[src/inc/tic_pkg.sv]
// Function
// - each channel gate spans pulse to second clock, times a common factor
// - gate starts on a clock edge, lasts 2048 times the captured interval
// - fine scalers count clocks during the gate, 4.88 ps per count
// - accepted channel stays busy, rejects pulses until cleared, shows busy
// - anticoincidence mode, no external gate: input open, pulse sets capture
// - first sync stage next clock, second stage one period later
// - charge from delayed capture until second stage; gate while comparator high
// - stop enabled through start path; selector position 1 enables both
// - start gate leading edge sets start seen, opens main count gate
// - start scaler counts whole clocks during gate, last one restored
// - start gate trailing edge stops scaler, sets start done, locks start latch
// - stop gate leading edge sets stop seen, closes main count gate
// - stop scaler to trailing edge; both done gives end of conversion out
// - after settling, two strobes of set widths with fixed gap
// - first strobe: adder bit 11 set adds one main count
// - second strobe: adder carry out adds two main counts
// - after delay every event accepted, ready starts buffer transfer
// - ready lamp lit while ready; immediate transfer gives a short blink
// - inhibit blocks starts at once; clear and stop block deferred until a running event is transferred
// - initialize clears all scalers and latches except buffer
// - buffer reset pulse or button release clears scalers and latches
// - adder forms start plus complemented stop plus one, 12 bits
// - main scaler 24 bits, start and stop scalers 12 bits
// - stop channel held cleared until main reaches stop preset
// - no stop before range preset: overrun clear resets and rearms
package tic_pkg;
  localparam int CLK_NS = 10;
  localparam int K_STRETCH = 2048;
  // two clock periods stretched by k
  localparam logic [12:0] GATE_SPAN = 13'h1000;
  localparam int SETTLE_NS = 40;
  localparam int STB1_NS = 20;
  localparam int GAP_NS = 20;
  localparam int STB2_NS = 20;
  localparam int DECIDE_NS = 40;
  localparam int BLINK_NS = 2000;
  localparam int SETTLE_CYC = (SETTLE_NS + CLK_NS - 1) / CLK_NS;
  localparam int STB1_CYC = (STB1_NS + CLK_NS - 1) / CLK_NS;
  localparam int GAP_CYC = (GAP_NS + CLK_NS - 1) / CLK_NS;
  localparam int STB2_CYC = (STB2_NS + CLK_NS - 1) / CLK_NS;
  localparam int DECIDE_CYC = (DECIDE_NS + CLK_NS - 1) / CLK_NS;
  localparam int BLINK_CYC = (BLINK_NS + CLK_NS - 1) / CLK_NS;
  localparam logic [4:0] A_CTRL = 5'h00;
  localparam logic [4:0] A_STAT = 5'h04;
  localparam logic [4:0] A_MAIN = 5'h08;
  localparam logic [4:0] A_FINE = 5'h0c;
  localparam logic [4:0] A_SUM = 5'h10;
  localparam int CTRL_STOP_LSB = 0;
  localparam int CTRL_RANGE_LSB = 4;
  localparam int CTRL_ANTI = 8;
  localparam int STAT_OVR = 7;
  localparam logic [31:0] CTRL_RST = 32'h0000_0142;
  localparam logic [3:0] SEL_TOGETHER = 4'h1;
endpackage

[src/rtl/interp_chan.sv]
`timescale 1ns/1ps
module interp_chan (
  input  wire logic        clk,    // master clock
  input  wire logic        srst,   // sync reset
  input  wire logic        clear,  // hold channel cleared
  input  wire logic        arm,    // input gate open
  input  wire logic        pulse,  // input pulse
  input  wire logic [10:0] phase,  // clock to pulse, 1/2048 period
  output logic             gate,   // stretched gate
  output logic             busy    // capture latch
);
  logic        sync1;
  logic        sync2;
  logic [12:0] span;
  wire         take = pulse & arm & ~busy;
  wire         charge = busy & ~sync2;

  // capture, two-stage sync, stretched gate
  always_ff @(posedge clk) begin
    if (srst | clear) begin
      busy <= 1'b0;
      sync1 <= 1'b0;
      sync2 <= 1'b0;
      span <= '0;
      gate <= 1'b0;
    end else begin
      if (take) busy <= 1'b1;
      sync1 <= busy;
      sync2 <= sync1;
      if (sync1 & ~sync2) begin
        span <= tic_pkg::GATE_SPAN - {2'b00, phase};
        gate <= 1'b1;
      end else if (gate) begin
        span <= span - 13'h0001;
        gate <= (span != 13'h0001);
      end
    end
  end
endmodule

[src/rtl/strobe_seq.sv]
`timescale 1ns/1ps
module strobe_seq (
  input  wire logic clk,    // master clock
  input  wire logic srst,   // sync reset
  input  wire logic clear,  // abort sequence
  input  wire logic eoc,    // end of conversion level
  output logic      stb1,   // first strobe
  output logic      stb2,   // second strobe
  output logic      accept  // event accepted pulse
);
  typedef enum logic [2:0] {S_IDLE, S_SETTLE, S_STB1, S_GAP, S_STB2, S_DECIDE} seq_e;
  seq_e       st;
  logic [7:0] cnt;
  logic       eoc_q;

  assign stb1 = (st == S_STB1);
  assign stb2 = (st == S_STB2);

  always_ff @(posedge clk) begin
    if (srst | clear) begin
      st <= S_IDLE;
      cnt <= '0;
      eoc_q <= 1'b0;
      accept <= 1'b0;
    end else begin
      eoc_q <= eoc;
      accept <= 1'b0;
      if (cnt != 8'h00) cnt <= cnt - 8'h01;
      else case (st)
        S_IDLE: if (eoc & ~eoc_q) begin
          st <= S_SETTLE;
          cnt <= 8'(tic_pkg::SETTLE_CYC - 1);
        end
        S_SETTLE: begin
          st <= S_STB1;
          cnt <= 8'(tic_pkg::STB1_CYC - 1);
        end
        S_STB1: begin
          st <= S_GAP;
          cnt <= 8'(tic_pkg::GAP_CYC - 1);
        end
        S_GAP: begin
          st <= S_STB2;
          cnt <= 8'(tic_pkg::STB2_CYC - 1);
        end
        S_STB2: begin
          st <= S_DECIDE;
          cnt <= 8'(tic_pkg::DECIDE_CYC - 1);
        end
        S_DECIDE: begin
          st <= S_IDLE;
          accept <= 1'b1;
        end
        default: st <= S_IDLE;
      endcase
    end
  end
endmodule

[src/rtl/time_interval_count_control.sv]
`timescale 1ns/1ps
module time_interval_count_control (
  input  wire logic        clk,          // master clock
  input  wire logic        srst,         // sync reset
  input  wire logic [4:0]  addr,         // register byte address
  input  wire logic [31:0] wdata,        // write data
  input  wire logic        wr,           // write strobe
  input  wire logic        rd,           // read strobe
  output logic      [31:0] rdata,        // read data, next cycle
  input  wire logic        start_pulse,  // start input pulse
  input  wire logic [10:0] start_phase,  // start offset to clock
  input  wire logic        stop_pulse,   // stop input pulse
  input  wire logic [10:0] stop_phase,   // stop offset to clock
  input  wire logic        ext_gate,     // external input gate
  input  wire logic        inhibit,      // dataway inhibit level
  input  wire logic        init,         // dataway initialize pulse
  input  wire logic        buf_reset,    // buffer transfer done pulse
  input  wire logic        clear_btn,    // manual clear button
  output logic             start_busy,   // start channel busy
  output logic             stop_busy,    // stop channel busy
  output logic             eoc_out,      // end of conversion trigger
  output logic             ready,        // event ready for buffer
  output logic      [34:0] data_word,    // main count and fine sum
  output logic             ready_lamp    // scaler ready light
);

  // control and state
  logic [31:0] ctrl;
  logic        btn_m;
  logic        btn_s;
  logic        btn_q;
  logic        clr_q;
  logic        inh_eff;
  logic        start_seen_latch;
  logic        stop_seen_latch;
  logic        start_done;
  logic        stop_done;
  logic        en_latch;
  logic        ovr_flag;
  logic        start_gate_q;
  logic        stop_gate_q;
  logic        stb1_q;
  logic        stb2_q;
  logic [23:0] main;
  logic [11:0] fine_st;
  logic [11:0] fine_sp;
  logic [7:0]  blink;
  logic        start_gate;
  logic        stop_gate;
  logic        stb1;
  logic        stb2;
  logic        acc;

  // control fields
  wire [3:0]  stop_sel = ctrl[tic_pkg::CTRL_STOP_LSB +: 4];
  wire [3:0]  range_sel = ctrl[tic_pkg::CTRL_RANGE_LSB +: 4];
  wire        anticoinc = ctrl[tic_pkg::CTRL_ANTI];
  wire [23:0] stop_preset = 24'h00_0001 << {stop_sel, 1'b0};
  wire [23:0] range_preset = 24'h00_0010 << {range_sel, 1'b0};

  // input gate open unless external gate in anticoincidence mode, open only with it otherwise
  wire in_open = anticoinc ? ~ext_gate : ext_gate;

  // inhibit blocks new starts at once
  wire start_arm = in_open & ~inhibit & ~inh_eff;
  wire stop_arm = in_open & ~inh_eff;

  wire stop_en = en_latch | (stop_sel == tic_pkg::SEL_TOGETHER);
  wire stop_clear = clr_q | ~stop_en;

  // gate edges
  wire start_rise = start_gate & ~start_gate_q;
  wire start_fall = ~start_gate & start_gate_q;
  wire stop_rise = stop_gate & ~stop_gate_q;
  wire stop_fall = ~stop_gate & stop_gate_q;

  // main gate between the two latches
  wire main_count_gate = start_seen_latch & ~stop_seen_latch;

  wire eoc = start_done & stop_done;

  // start plus inverted stop plus one
  wire [12:0] sum = {1'b0, fine_st} + {1'b0, ~fine_sp} + 13'h0001;
  wire        adder_carry_out = sum[12];

  // strobe leading edges act once each
  wire stb1_p = stb1 & ~stb1_q;
  wire stb2_p = stb2 & ~stb2_q;
  wire corr1 = stb1_p & sum[11];
  wire corr2 = stb2_p & adder_carry_out;

  wire [23:0] main_inc = {22'h00_0000, corr2, corr1 | main_count_gate};
  wire [23:0] next_main = main + main_inc;

  wire ovr_hit = main_count_gate & (main == range_preset);

  // button release from synced copy only
  wire btn_release = btn_q & ~btn_s;

  // an event runs from start seen until its transfer
  wire event_active = start_seen_latch | ready;

  wire clear_all = init | buf_reset | btn_release | ovr_hit | inh_eff;

  // register decode
  wire wr_ctrl = wr & (addr == tic_pkg::A_CTRL);
  wire wr_stat = wr & (addr == tic_pkg::A_STAT);
  wire [31:0] stat_word = {24'h00_0000, ovr_flag, inh_eff, en_latch, stop_done,
                           start_done, stop_seen_latch, start_seen_latch, ready};
  wire [31:0] rd_mux =
    (addr == tic_pkg::A_CTRL) ? ctrl :
    (addr == tic_pkg::A_STAT) ? stat_word :
    (addr == tic_pkg::A_MAIN) ? {8'h00, main} :
    (addr == tic_pkg::A_FINE) ? {4'h0, fine_sp, 4'h0, fine_st} :
    (addr == tic_pkg::A_SUM) ? {19'h0_0000, sum} :
    32'h0000_0000;

  // channels share one stretch factor
  // common factor in both
  interp_chan u_start (
    .clk   (clk),
    .srst  (srst),
    .clear (clr_q),
    .arm   (start_arm),
    .pulse (start_pulse),
    .phase (start_phase),
    .gate  (start_gate),
    .busy  (start_busy)
  );

  interp_chan u_stop (
    .clk   (clk),
    .srst  (srst),
    .clear (stop_clear),
    .arm   (stop_arm),
    .pulse (stop_pulse),
    .phase (stop_phase),
    .gate  (stop_gate),
    .busy  (stop_busy)
  );

  // settle, strobes and decision
  strobe_seq u_seq (
    .clk    (clk),
    .srst   (srst),
    .clear  (clr_q),
    .eoc    (eoc),
    .stb1   (stb1),
    .stb2   (stb2),
    .accept (acc)
  );

  always_ff @(posedge clk) begin
    btn_m <= clear_btn;
    btn_s <= btn_m;
    btn_q <= btn_s;
  end

  // clear registered to break combinational loops
  always_ff @(posedge clk) begin
    if (srst) clr_q <= 1'b0;
    else clr_q <= clear_all;
  end

  always_ff @(posedge clk) begin
    if (srst | ~inhibit) inh_eff <= 1'b0;
    else if (~event_active) inh_eff <= 1'b1;
  end

  // edge history and strobe history
  // cleared with the channels, so a gate cut by a clear is no false trailing edge
  always_ff @(posedge clk) begin
    if (srst | clr_q) begin
      start_gate_q <= 1'b0;
      stop_gate_q <= 1'b0;
      stb1_q <= 1'b0;
      stb2_q <= 1'b0;
    end else begin
      start_gate_q <= start_gate;
      stop_gate_q <= stop_gate;
      stb1_q <= stb1;
      stb2_q <= stb2;
    end
  end

  // start latch set once per event
  always_ff @(posedge clk) begin
    if (srst | clr_q) start_seen_latch <= 1'b0;
    else if (start_rise) start_seen_latch <= 1'b1;
  end

  always_ff @(posedge clk) begin
    if (srst | clr_q) stop_seen_latch <= 1'b0;
    else if (stop_rise) stop_seen_latch <= 1'b1;
  end

  always_ff @(posedge clk) begin
    if (srst | clr_q) begin
      start_done <= 1'b0;
      stop_done <= 1'b0;
    end else begin
      if (start_fall) start_done <= 1'b1;
      if (stop_fall) stop_done <= 1'b1;
    end
  end

  always_ff @(posedge clk) begin
    if (srst | clr_q) en_latch <= 1'b0;
    else if (main_count_gate & (main == stop_preset)) en_latch <= 1'b1;
  end

  // whole clocks counted while gate high
  // count_pulse_reshaper: no runt pulses exist here
  always_ff @(posedge clk) begin
    if (srst | clr_q) begin
      fine_st <= '0;
      fine_sp <= '0;
    end else begin
      fine_st <= fine_st + {11'h000, start_gate};
      fine_sp <= fine_sp + {11'h000, stop_gate};
    end
  end

  always_ff @(posedge clk) begin
    if (srst | clr_q) main <= '0;
    else main <= next_main;
  end

  always_ff @(posedge clk) begin
    if (srst) eoc_out <= 1'b0;
    else eoc_out <= eoc & ~clr_q;
  end

  always_ff @(posedge clk) begin
    if (srst | clr_q) ready <= 1'b0;
    else if (acc) ready <= 1'b1;
  end

  always_ff @(posedge clk) begin
    if (srst) data_word <= '0;
    else if (acc) data_word <= {main, sum[10:0]};
  end

  always_ff @(posedge clk) begin
    if (srst) blink <= '0;
    else if (acc) blink <= 8'(tic_pkg::BLINK_CYC);
    else if (blink != 8'h00) blink <= blink - 8'h01;
  end

  // lamp lit while ready or blinking
  always_ff @(posedge clk) begin
    if (srst) ready_lamp <= 1'b0;
    else ready_lamp <= ready | (blink != 8'h00);
  end

  // control register, range and stop selectors
  always_ff @(posedge clk) begin
    if (srst) ctrl <= tic_pkg::CTRL_RST;
    else if (wr_ctrl) ctrl <= {23'h00_0000, wdata[8:0]};
  end

  // overrun flag, set wins over clear
  always_ff @(posedge clk) begin
    if (srst) ovr_flag <= 1'b0;
    else if (ovr_hit) ovr_flag <= 1'b1;
    else if (wr_stat & wdata[tic_pkg::STAT_OVR]) ovr_flag <= 1'b0;
  end

  // read data only in the cycle after the strobe
  always_ff @(posedge clk) begin
    if (srst) rdata <= '0;
    else rdata <= rd ? rd_mux : 32'h0000_0000;
  end
endmodule

[config.mk]
export PLATFORM = sky130hd
export DESIGN_NAME = time_interval_count_control
export DESIGN_NICKNAME = d
export VERILOG_FILES = /design/src/inc/tic_pkg.sv /design/src/rtl/interp_chan.sv /design/src/rtl/strobe_seq.sv /design/src/rtl/time_interval_count_control.sv
export SDC_FILE = /design/constraint.sdc
export NUM_CORES = 1
export LEC_CHECK = 0
export ABC_AREA = 1
export BUFFER_PORTS_ARGS = -buffer_cell sky130_fd_sc_hd__clkbuf_2
export CAP_MARGIN = 5
export CORE_MARGIN = 2
export CORE_UTILIZATION = 50
export DETAILED_ROUTE_END_ITERATION = 6
export PLACE_DENSITY = 0.83
export SYNTH_ARGS = -nofsm -noshare
export SYNTH_HDL_FRONTEND = slang
export SYNTH_SLANG_ARGS = --single-unit
[constraint.sdc]
create_clock -name clk -period 3.05 [get_ports clk]
set_input_delay 0.305 -clock clk [delete_from_list [all_inputs] [get_ports clk]]
set_output_delay 0.305 -clock clk [all_outputs]
set_load 0.03 [all_outputs]
* Yosys cells after proc, flatten, opt, wreduce, memory -nomap -nowiden *
Index checks and enable logic that the tools add are counted.

word-level totals
  bits in registers = 197
  bits in latches = 0
  memory bits (writable) = 0
  ROM bits = 0
  output and inout bits = 72
  memories kept = 0

operators by class
  add/subtract/negate cells = 11
  multipliers = 0
  div/mod/pow operators = 0
  magnitude comparators = 0
  eq/ne operators = 16
  shifts and indexed selects = 2
  multiplexer cells = 24
  bitwise gates (word level) = 60
  reductions and logical operators = 18

operators by type and width
  operator                                                               count
  13-bit two-way mux                                                     5
  24-bit == test                                                         2
  8-bit two-way mux                                                      4
  28-bit two-way mux                                                     1
  1-bit bitwise AND                                                      27
  13-bit by 1-bit != test with 1-bit output (second input constant)      2
  13-bit by 1-bit subtractor with 13-bit output (second input constant)  2
  13-bit by 11-bit subtractor with 13-bit output (first input constant)  2
  12-bit by 1-bit adder with 12-bit output                               2
  24-bit by 2-bit adder with 24-bit output                               1
  24-bit two-way mux                                                     1
  8-bit case mux with 3 select lines                                     1
  1-bit by 5-bit left shift with 24-bit output (first input constant)    1
  5-bit by 5-bit left shift with 24-bit output (first input constant)    1
  1-bit inverter                                                         20
  9-bit two-way mux                                                      2
  8-bit nonzero test                                                     2
  8-bit by 1-bit subtractor with 8-bit output (second input constant)    2
  3-bit case mux with 5 select lines                                     1
  12-bit by 12-bit adder with 13-bit output                              1
  13-bit by 1-bit adder with 13-bit output (second input constant)       1
  12-bit inverter                                                        1
  1-bit OR                                                               12
  5-bit by 4-bit == test with 1-bit output (second input constant)       2
  20 further kinds                                                       35

* Logic depth before layout (Yosys ltp) *
  depth in word-level cells = 8
  gate-level depth with buffers = 21
  depth with buffers taken out = 21

* Hierarchy *
A second synthesis with hierarchy kept.

second synthesis, totals
  cells, all modules = 1523
  area total of the unflattened synthesis = 10287.4 sq um

modules (own cells, without submodules)
  module                       instances  cells an instance  area each (sq um)  sequential area each (sq um)
  time_interval_count_control  1          1017               7020.5             2922.8
  interp_chan                  2          201                1272.5             340.3
  strobe_seq                   1          104                721.9              260.2

* Worst setup path after synthesis *
OpenSTA, ideal clock, no wires.

  kind = register to register
  from = register fine_sp[2]
  to = register main[16]
  arrival = 2.892 ns
  data required time = 2.922 ns
  slack = 0.030 ns
  cell stages (with the launch flop) = 20
  period minus slack after synthesis = 3.020 ns
  cell sequence = dfxtp_1 -> inv_1 -> ha_1 -> or2_1 -> and2_1 -> nand3_1 -> nand3_1 -> nand2_1 -> nand3_1 -> nand2_1 -> ha_1 -> inv_1 -> fa_1 -> inv_1 -> nand3_1 -> inv_1 -> nand2_1 -> nor4_2 -> xor2_1 -> nor2_1

on the way
  word-level cells in the longest chain between the ends = 6

ends and longest elaborated chain
  item                                         RTL line                            RTL
  start, declared                              time_interval_count_control.sv:46   logic [11:0] fine_sp;
  start signal, assigned                       time_interval_count_control.sv:220  fine_sp <= fine_sp + {11'h000, stop_gate};
  12-bit inverter *                            time_interval_count_control.sv:83   wire [12:0] sum = {1'b0, fine_st} + {1'b0, ~fine_sp} + 13'h0001;
  12-bit by 12-bit adder with 13-bit output *  time_interval_count_control.sv:83
  13-bit by 1-bit adder with 13-bit output *   time_interval_count_control.sv:83
  1-bit bitwise AND                            time_interval_count_control.sv:89   wire corr1 = stb1_p & sum[11];
  1-bit OR                                     time_interval_count_control.sv:92   wire [23:0] main_inc = {22'h00_0000, corr2, corr1 | main_count_gate};
  24-bit by 2-bit adder with 24-bit output *   time_interval_count_control.sv:93   wire [23:0] next_main = main + main_inc;
  end signal, assigned                         time_interval_count_control.sv:226  else main <= next_main;
  end, declared                                time_interval_count_control.sv:44   logic [23:0] main;

Mark *: on every way between the ends. The rest lies on a longest branch, timed or not.
A chain may end at the register's enable or synchronous reset.

* Worst setup path after layout *
  from = register fine_st[0]
  to = register main[13]

on the way
  word-level cells in the longest chain between the ends = 5

ends and longest elaborated chain
  item                                         RTL line                            RTL
  start, declared                              time_interval_count_control.sv:45   logic [11:0] fine_st;
  start signal, assigned                       time_interval_count_control.sv:219  fine_st <= fine_st + {11'h000, start_gate};
  12-bit by 12-bit adder with 13-bit output *  time_interval_count_control.sv:83
  13-bit by 1-bit adder with 13-bit output *   time_interval_count_control.sv:83
  1-bit bitwise AND                            time_interval_count_control.sv:89
  1-bit OR                                     time_interval_count_control.sv:92
  24-bit by 2-bit adder with 24-bit output *   time_interval_count_control.sv:93

Marked as above.

==> flow_summary.yaml <==
clock_network:
  cts-root-to-sink-buffers: 2
  worst_setup_hold_path_clk_slew_ns: 0.07
  cts_tree: "yes"
  cts-htree-levels: 4
  tritoncts_num_sinks: 193
  clk-insertion-delay-late_ns: 0.44
  cts_made_buffers: 17
  ctsRootBufferMaster: "clkbuf_16"
setup_path:
  critical_path_required_ns: 3.34
  timing.critical_path.fanout_max: 6
  cell_at_the_slowest_stage_of_the_critical_path: "fa_2"
  setup_crit_end_kind: "register"
  critical_path.max_stage_delay_ns: 0.36
  r2r_cells: 19
  cp-start-kind: "register"
  crit_path_cell_trace: "inv_2, ha_4, inv_4, fa_2, nand2_2, nand2_2, and2_4, nand3b_1, o211ai_1, nand3_2, inv_2, ha_4, nand2_4, o21ai_4, nand2_2, nor2_4, nand2_4, nor3_2, nor3b_2"
  r2r_slack_ns: 0.02
  critPathArrivalTime_ns: 3.33
  crit_top_cell: "nand2_2"
  criticalPathCategory: "register to register"
min_path:
  hp-class: "input pin to register"
  min_path_cells: 3
synthesis:
  post-synth-top-area-cell: "dfxtp_1"
  netlist.area_leader.share_pct: 38.5
  netlist_top_cells_area: "dfxtp_1, nand2_1, inv_1"
  netlist_area_sq_um: 10000
  yosysMostFrequentCell: "nand2_1"
  number_of_enable_type_register_cells_in_the_synthesized_netlist: 0
  synth-seq-cells: 193
  postSynth.asyncResetShare_pct: 0
  yosysUniqueCellTypes: 51
  synth_seq_area_share_pct: 38.5
  top_post_synthesis_cells_by_count: "nand2_1, inv_1, dfxtp_1, nor2_1, nand3_1"
  synthCells: 1454
  post_synthesis_mean_instance_area_sq_um: 6.89
  yosys_warnings: 0
  primary_flip_flop_cell_chosen_by_synthesis_mapping: "dfxtp_1"
die:
  io-pin-count: 142
  die-width_um: 146
  initial_core_util_pct: 51.2
  placeableCoreArea_sq_um: 19600
  fp.dieArea_sq_um: 21200
  dieHeight_um: 146
  placement_row_count: 51
global_routing:
  pin_count_of_the_biggest_net_entering_global_routing: 57
  global_route_wire_length_before_repair_mm: 44.2
  grt_util_all_layers_pct: 25.3
  grt_antenna_before_repair: 0
  vias_in_the_first_global_route: 9260
  total_congestion_overflow: 0
timing:
  grt_setup_unrepaired: "true"
  finalWorstSetupSlack_ns: 0.0155
  timing.final.max_slew_violations: 0
  finalHoldViolCount: 0
  final.min_clock_period_ns: 3.03
  setup-violations-final: 0
  tightest_slew_ns: 0.760
  achievable-frequency_mhz: 330
  tns_ns: 0
  min_period_over_period_pct: 99.5
  slew_headroom_pct: 49.3
  skew_ns: 0.0116
routing:
  drt.antenna.violating_nets: 0
  vias_per_cell: 5.45
  dr.first_iter.drc_count: 970
  route.detailed.drc: 1
  mean_routed_wirelength_per_cell_um: 14.9
  vias: 10300
  detail_route.first_pass.iterations: 7
  detail_route.wirelength_mm: 28.0
place:
  gp_congestion: 0.923
  buffer_ports.inserted: 114
  pre_cts_ws_ns: -0.0163
  post_dp_cell_area_sq_um: 11100
  place.detailed.instances: 1842
  detailed_place_hpwl_mm: 20.4
finish:
  drive_gt1_share_pct: 18.0
  final_design_area_no_fill_sq_um: 12000
  layoutNonFillerInstCount: 1884
  antenna_cells: 0
  finish.net_count: 1706
  area_delta_synth_final_pct: 19.7
status:
  run_status: "finished with violations"
  failing_checks: "design-rule violations"
pwr:
  power.leakage_nw: 5.17
  cellPowerDensity_nw_per_um2: 470
  ir_worst_vdd_mv: 0.306
run:
  max-cap-violations: 0
-- path summary, 6_finish.rpt --
| check | start | endpoint |
|---|---|---|
| worst max-delay path | fine_st[0] | main[13] |
| worst min-delay path | wdata[8] | ctrl[8] |
| worst max register to register | fine_st[0] | main[13] |
| worst min register to register | btn_m | btn_s |
-- state kept, by name, summed over array words and instances (netlist names), 8 cells and up --
register	count
blink	8
ctrl	9
data_word	35
fine_sp	12
fine_st	12
main	24
rdata	28
u_seq.cnt	8
u_start.span	13
u_stop.span	13
-- layout by cell type, fill, tap and decap left out, types with 8 or more instances in the layout --
master / instances
nand2_1: 318
inv_1: 195
dfxtp_1: 183
nor2_1: 136
clkbuf_2: 114
nand3_1: 107
o21ai_0: 104
a21oi_1: 103
buf_4: 46
nand4_1: 41
nor3_1: 27
xor2_1: 21
inv_2: 17
clkbuf_16: 17
ha_1: 15
nor2_2: 14
xnor2_1: 13
ha_4: 12
dfxtp_2: 10
nand2_2: 9
o211ai_1: 8
nor3_2: 8
-- critical path, delay by kind of cell, from the launching register on --
| family | cells | cell delay (ns) |
|---|---|---|
| and+or+nand+nor | 11 | 1.23 |
| adders and majority gates | 3 | 0.77 |
| AOI/OAI and AO/OA | 2 | 0.37 |
| DFF | 1 | 0.33 |
| buffers and inverters | 3 | 0.19 |
-- metal layers --
metal,routed length [um],GRT usage [%],vias to the layer above
met2,13000,42.5,518
met1,11900,32.9,4637
li1,-,-,5038
met3,2330,4.45,79
met4,787,8.87,0
met5,0,0,-
-- metrics by stage --
stage	hold slack, ns	util, %	total power, mW
detailed placement	0.318	56.5	3.41
CTS	0.0771	59.6	5.65
floorplan	0.310	-	3.26
global placement	0.313	56.5	3.39
finish	0.0855	61.3	5.64
global route	0.0885	61.3	5.87
-- layout make-up --
type / count / area, sq um
sequential: 193 / 3880
tap: 265 / 332
clock inverter: 10 / 123
timing repair buffer: 163 / 948
clock buffer: 22 / 474
inverter: 215 / 810
multi-input combinational: 1016 / 5440
fill: 1729 / 7590
-- logic make-up after synthesis --
group           after synthesis  share of synthesized area (%)
compound gates              252                           13.7
xor+xnor                     34                           2.97
fa+ha+maj                    30                           3.89
buf+inv                     248                           9.74
flops                       193                           38.5
other cells                   1                         0.0374
simple gates                696                           31.1
-- report_power, final --
part	switching [mW]	internal (mW)
combinational	0.470	0.257
sequential	0.0496	2.60
clock	0.974	1.28
total	1.49	4.14
-- timing repair --
action | 4_1_cts | 5_1_grt
pin swaps | 0 | 21
buffers inserted | 0 | 9
endpoints found under the hold margin | 1 | 0
setup endpoints to repair | 7 | 16
resized for setup | 2 | 64
hold buffers | 1 | 0
Note: power is estimated with default switching activity, not from simulation.
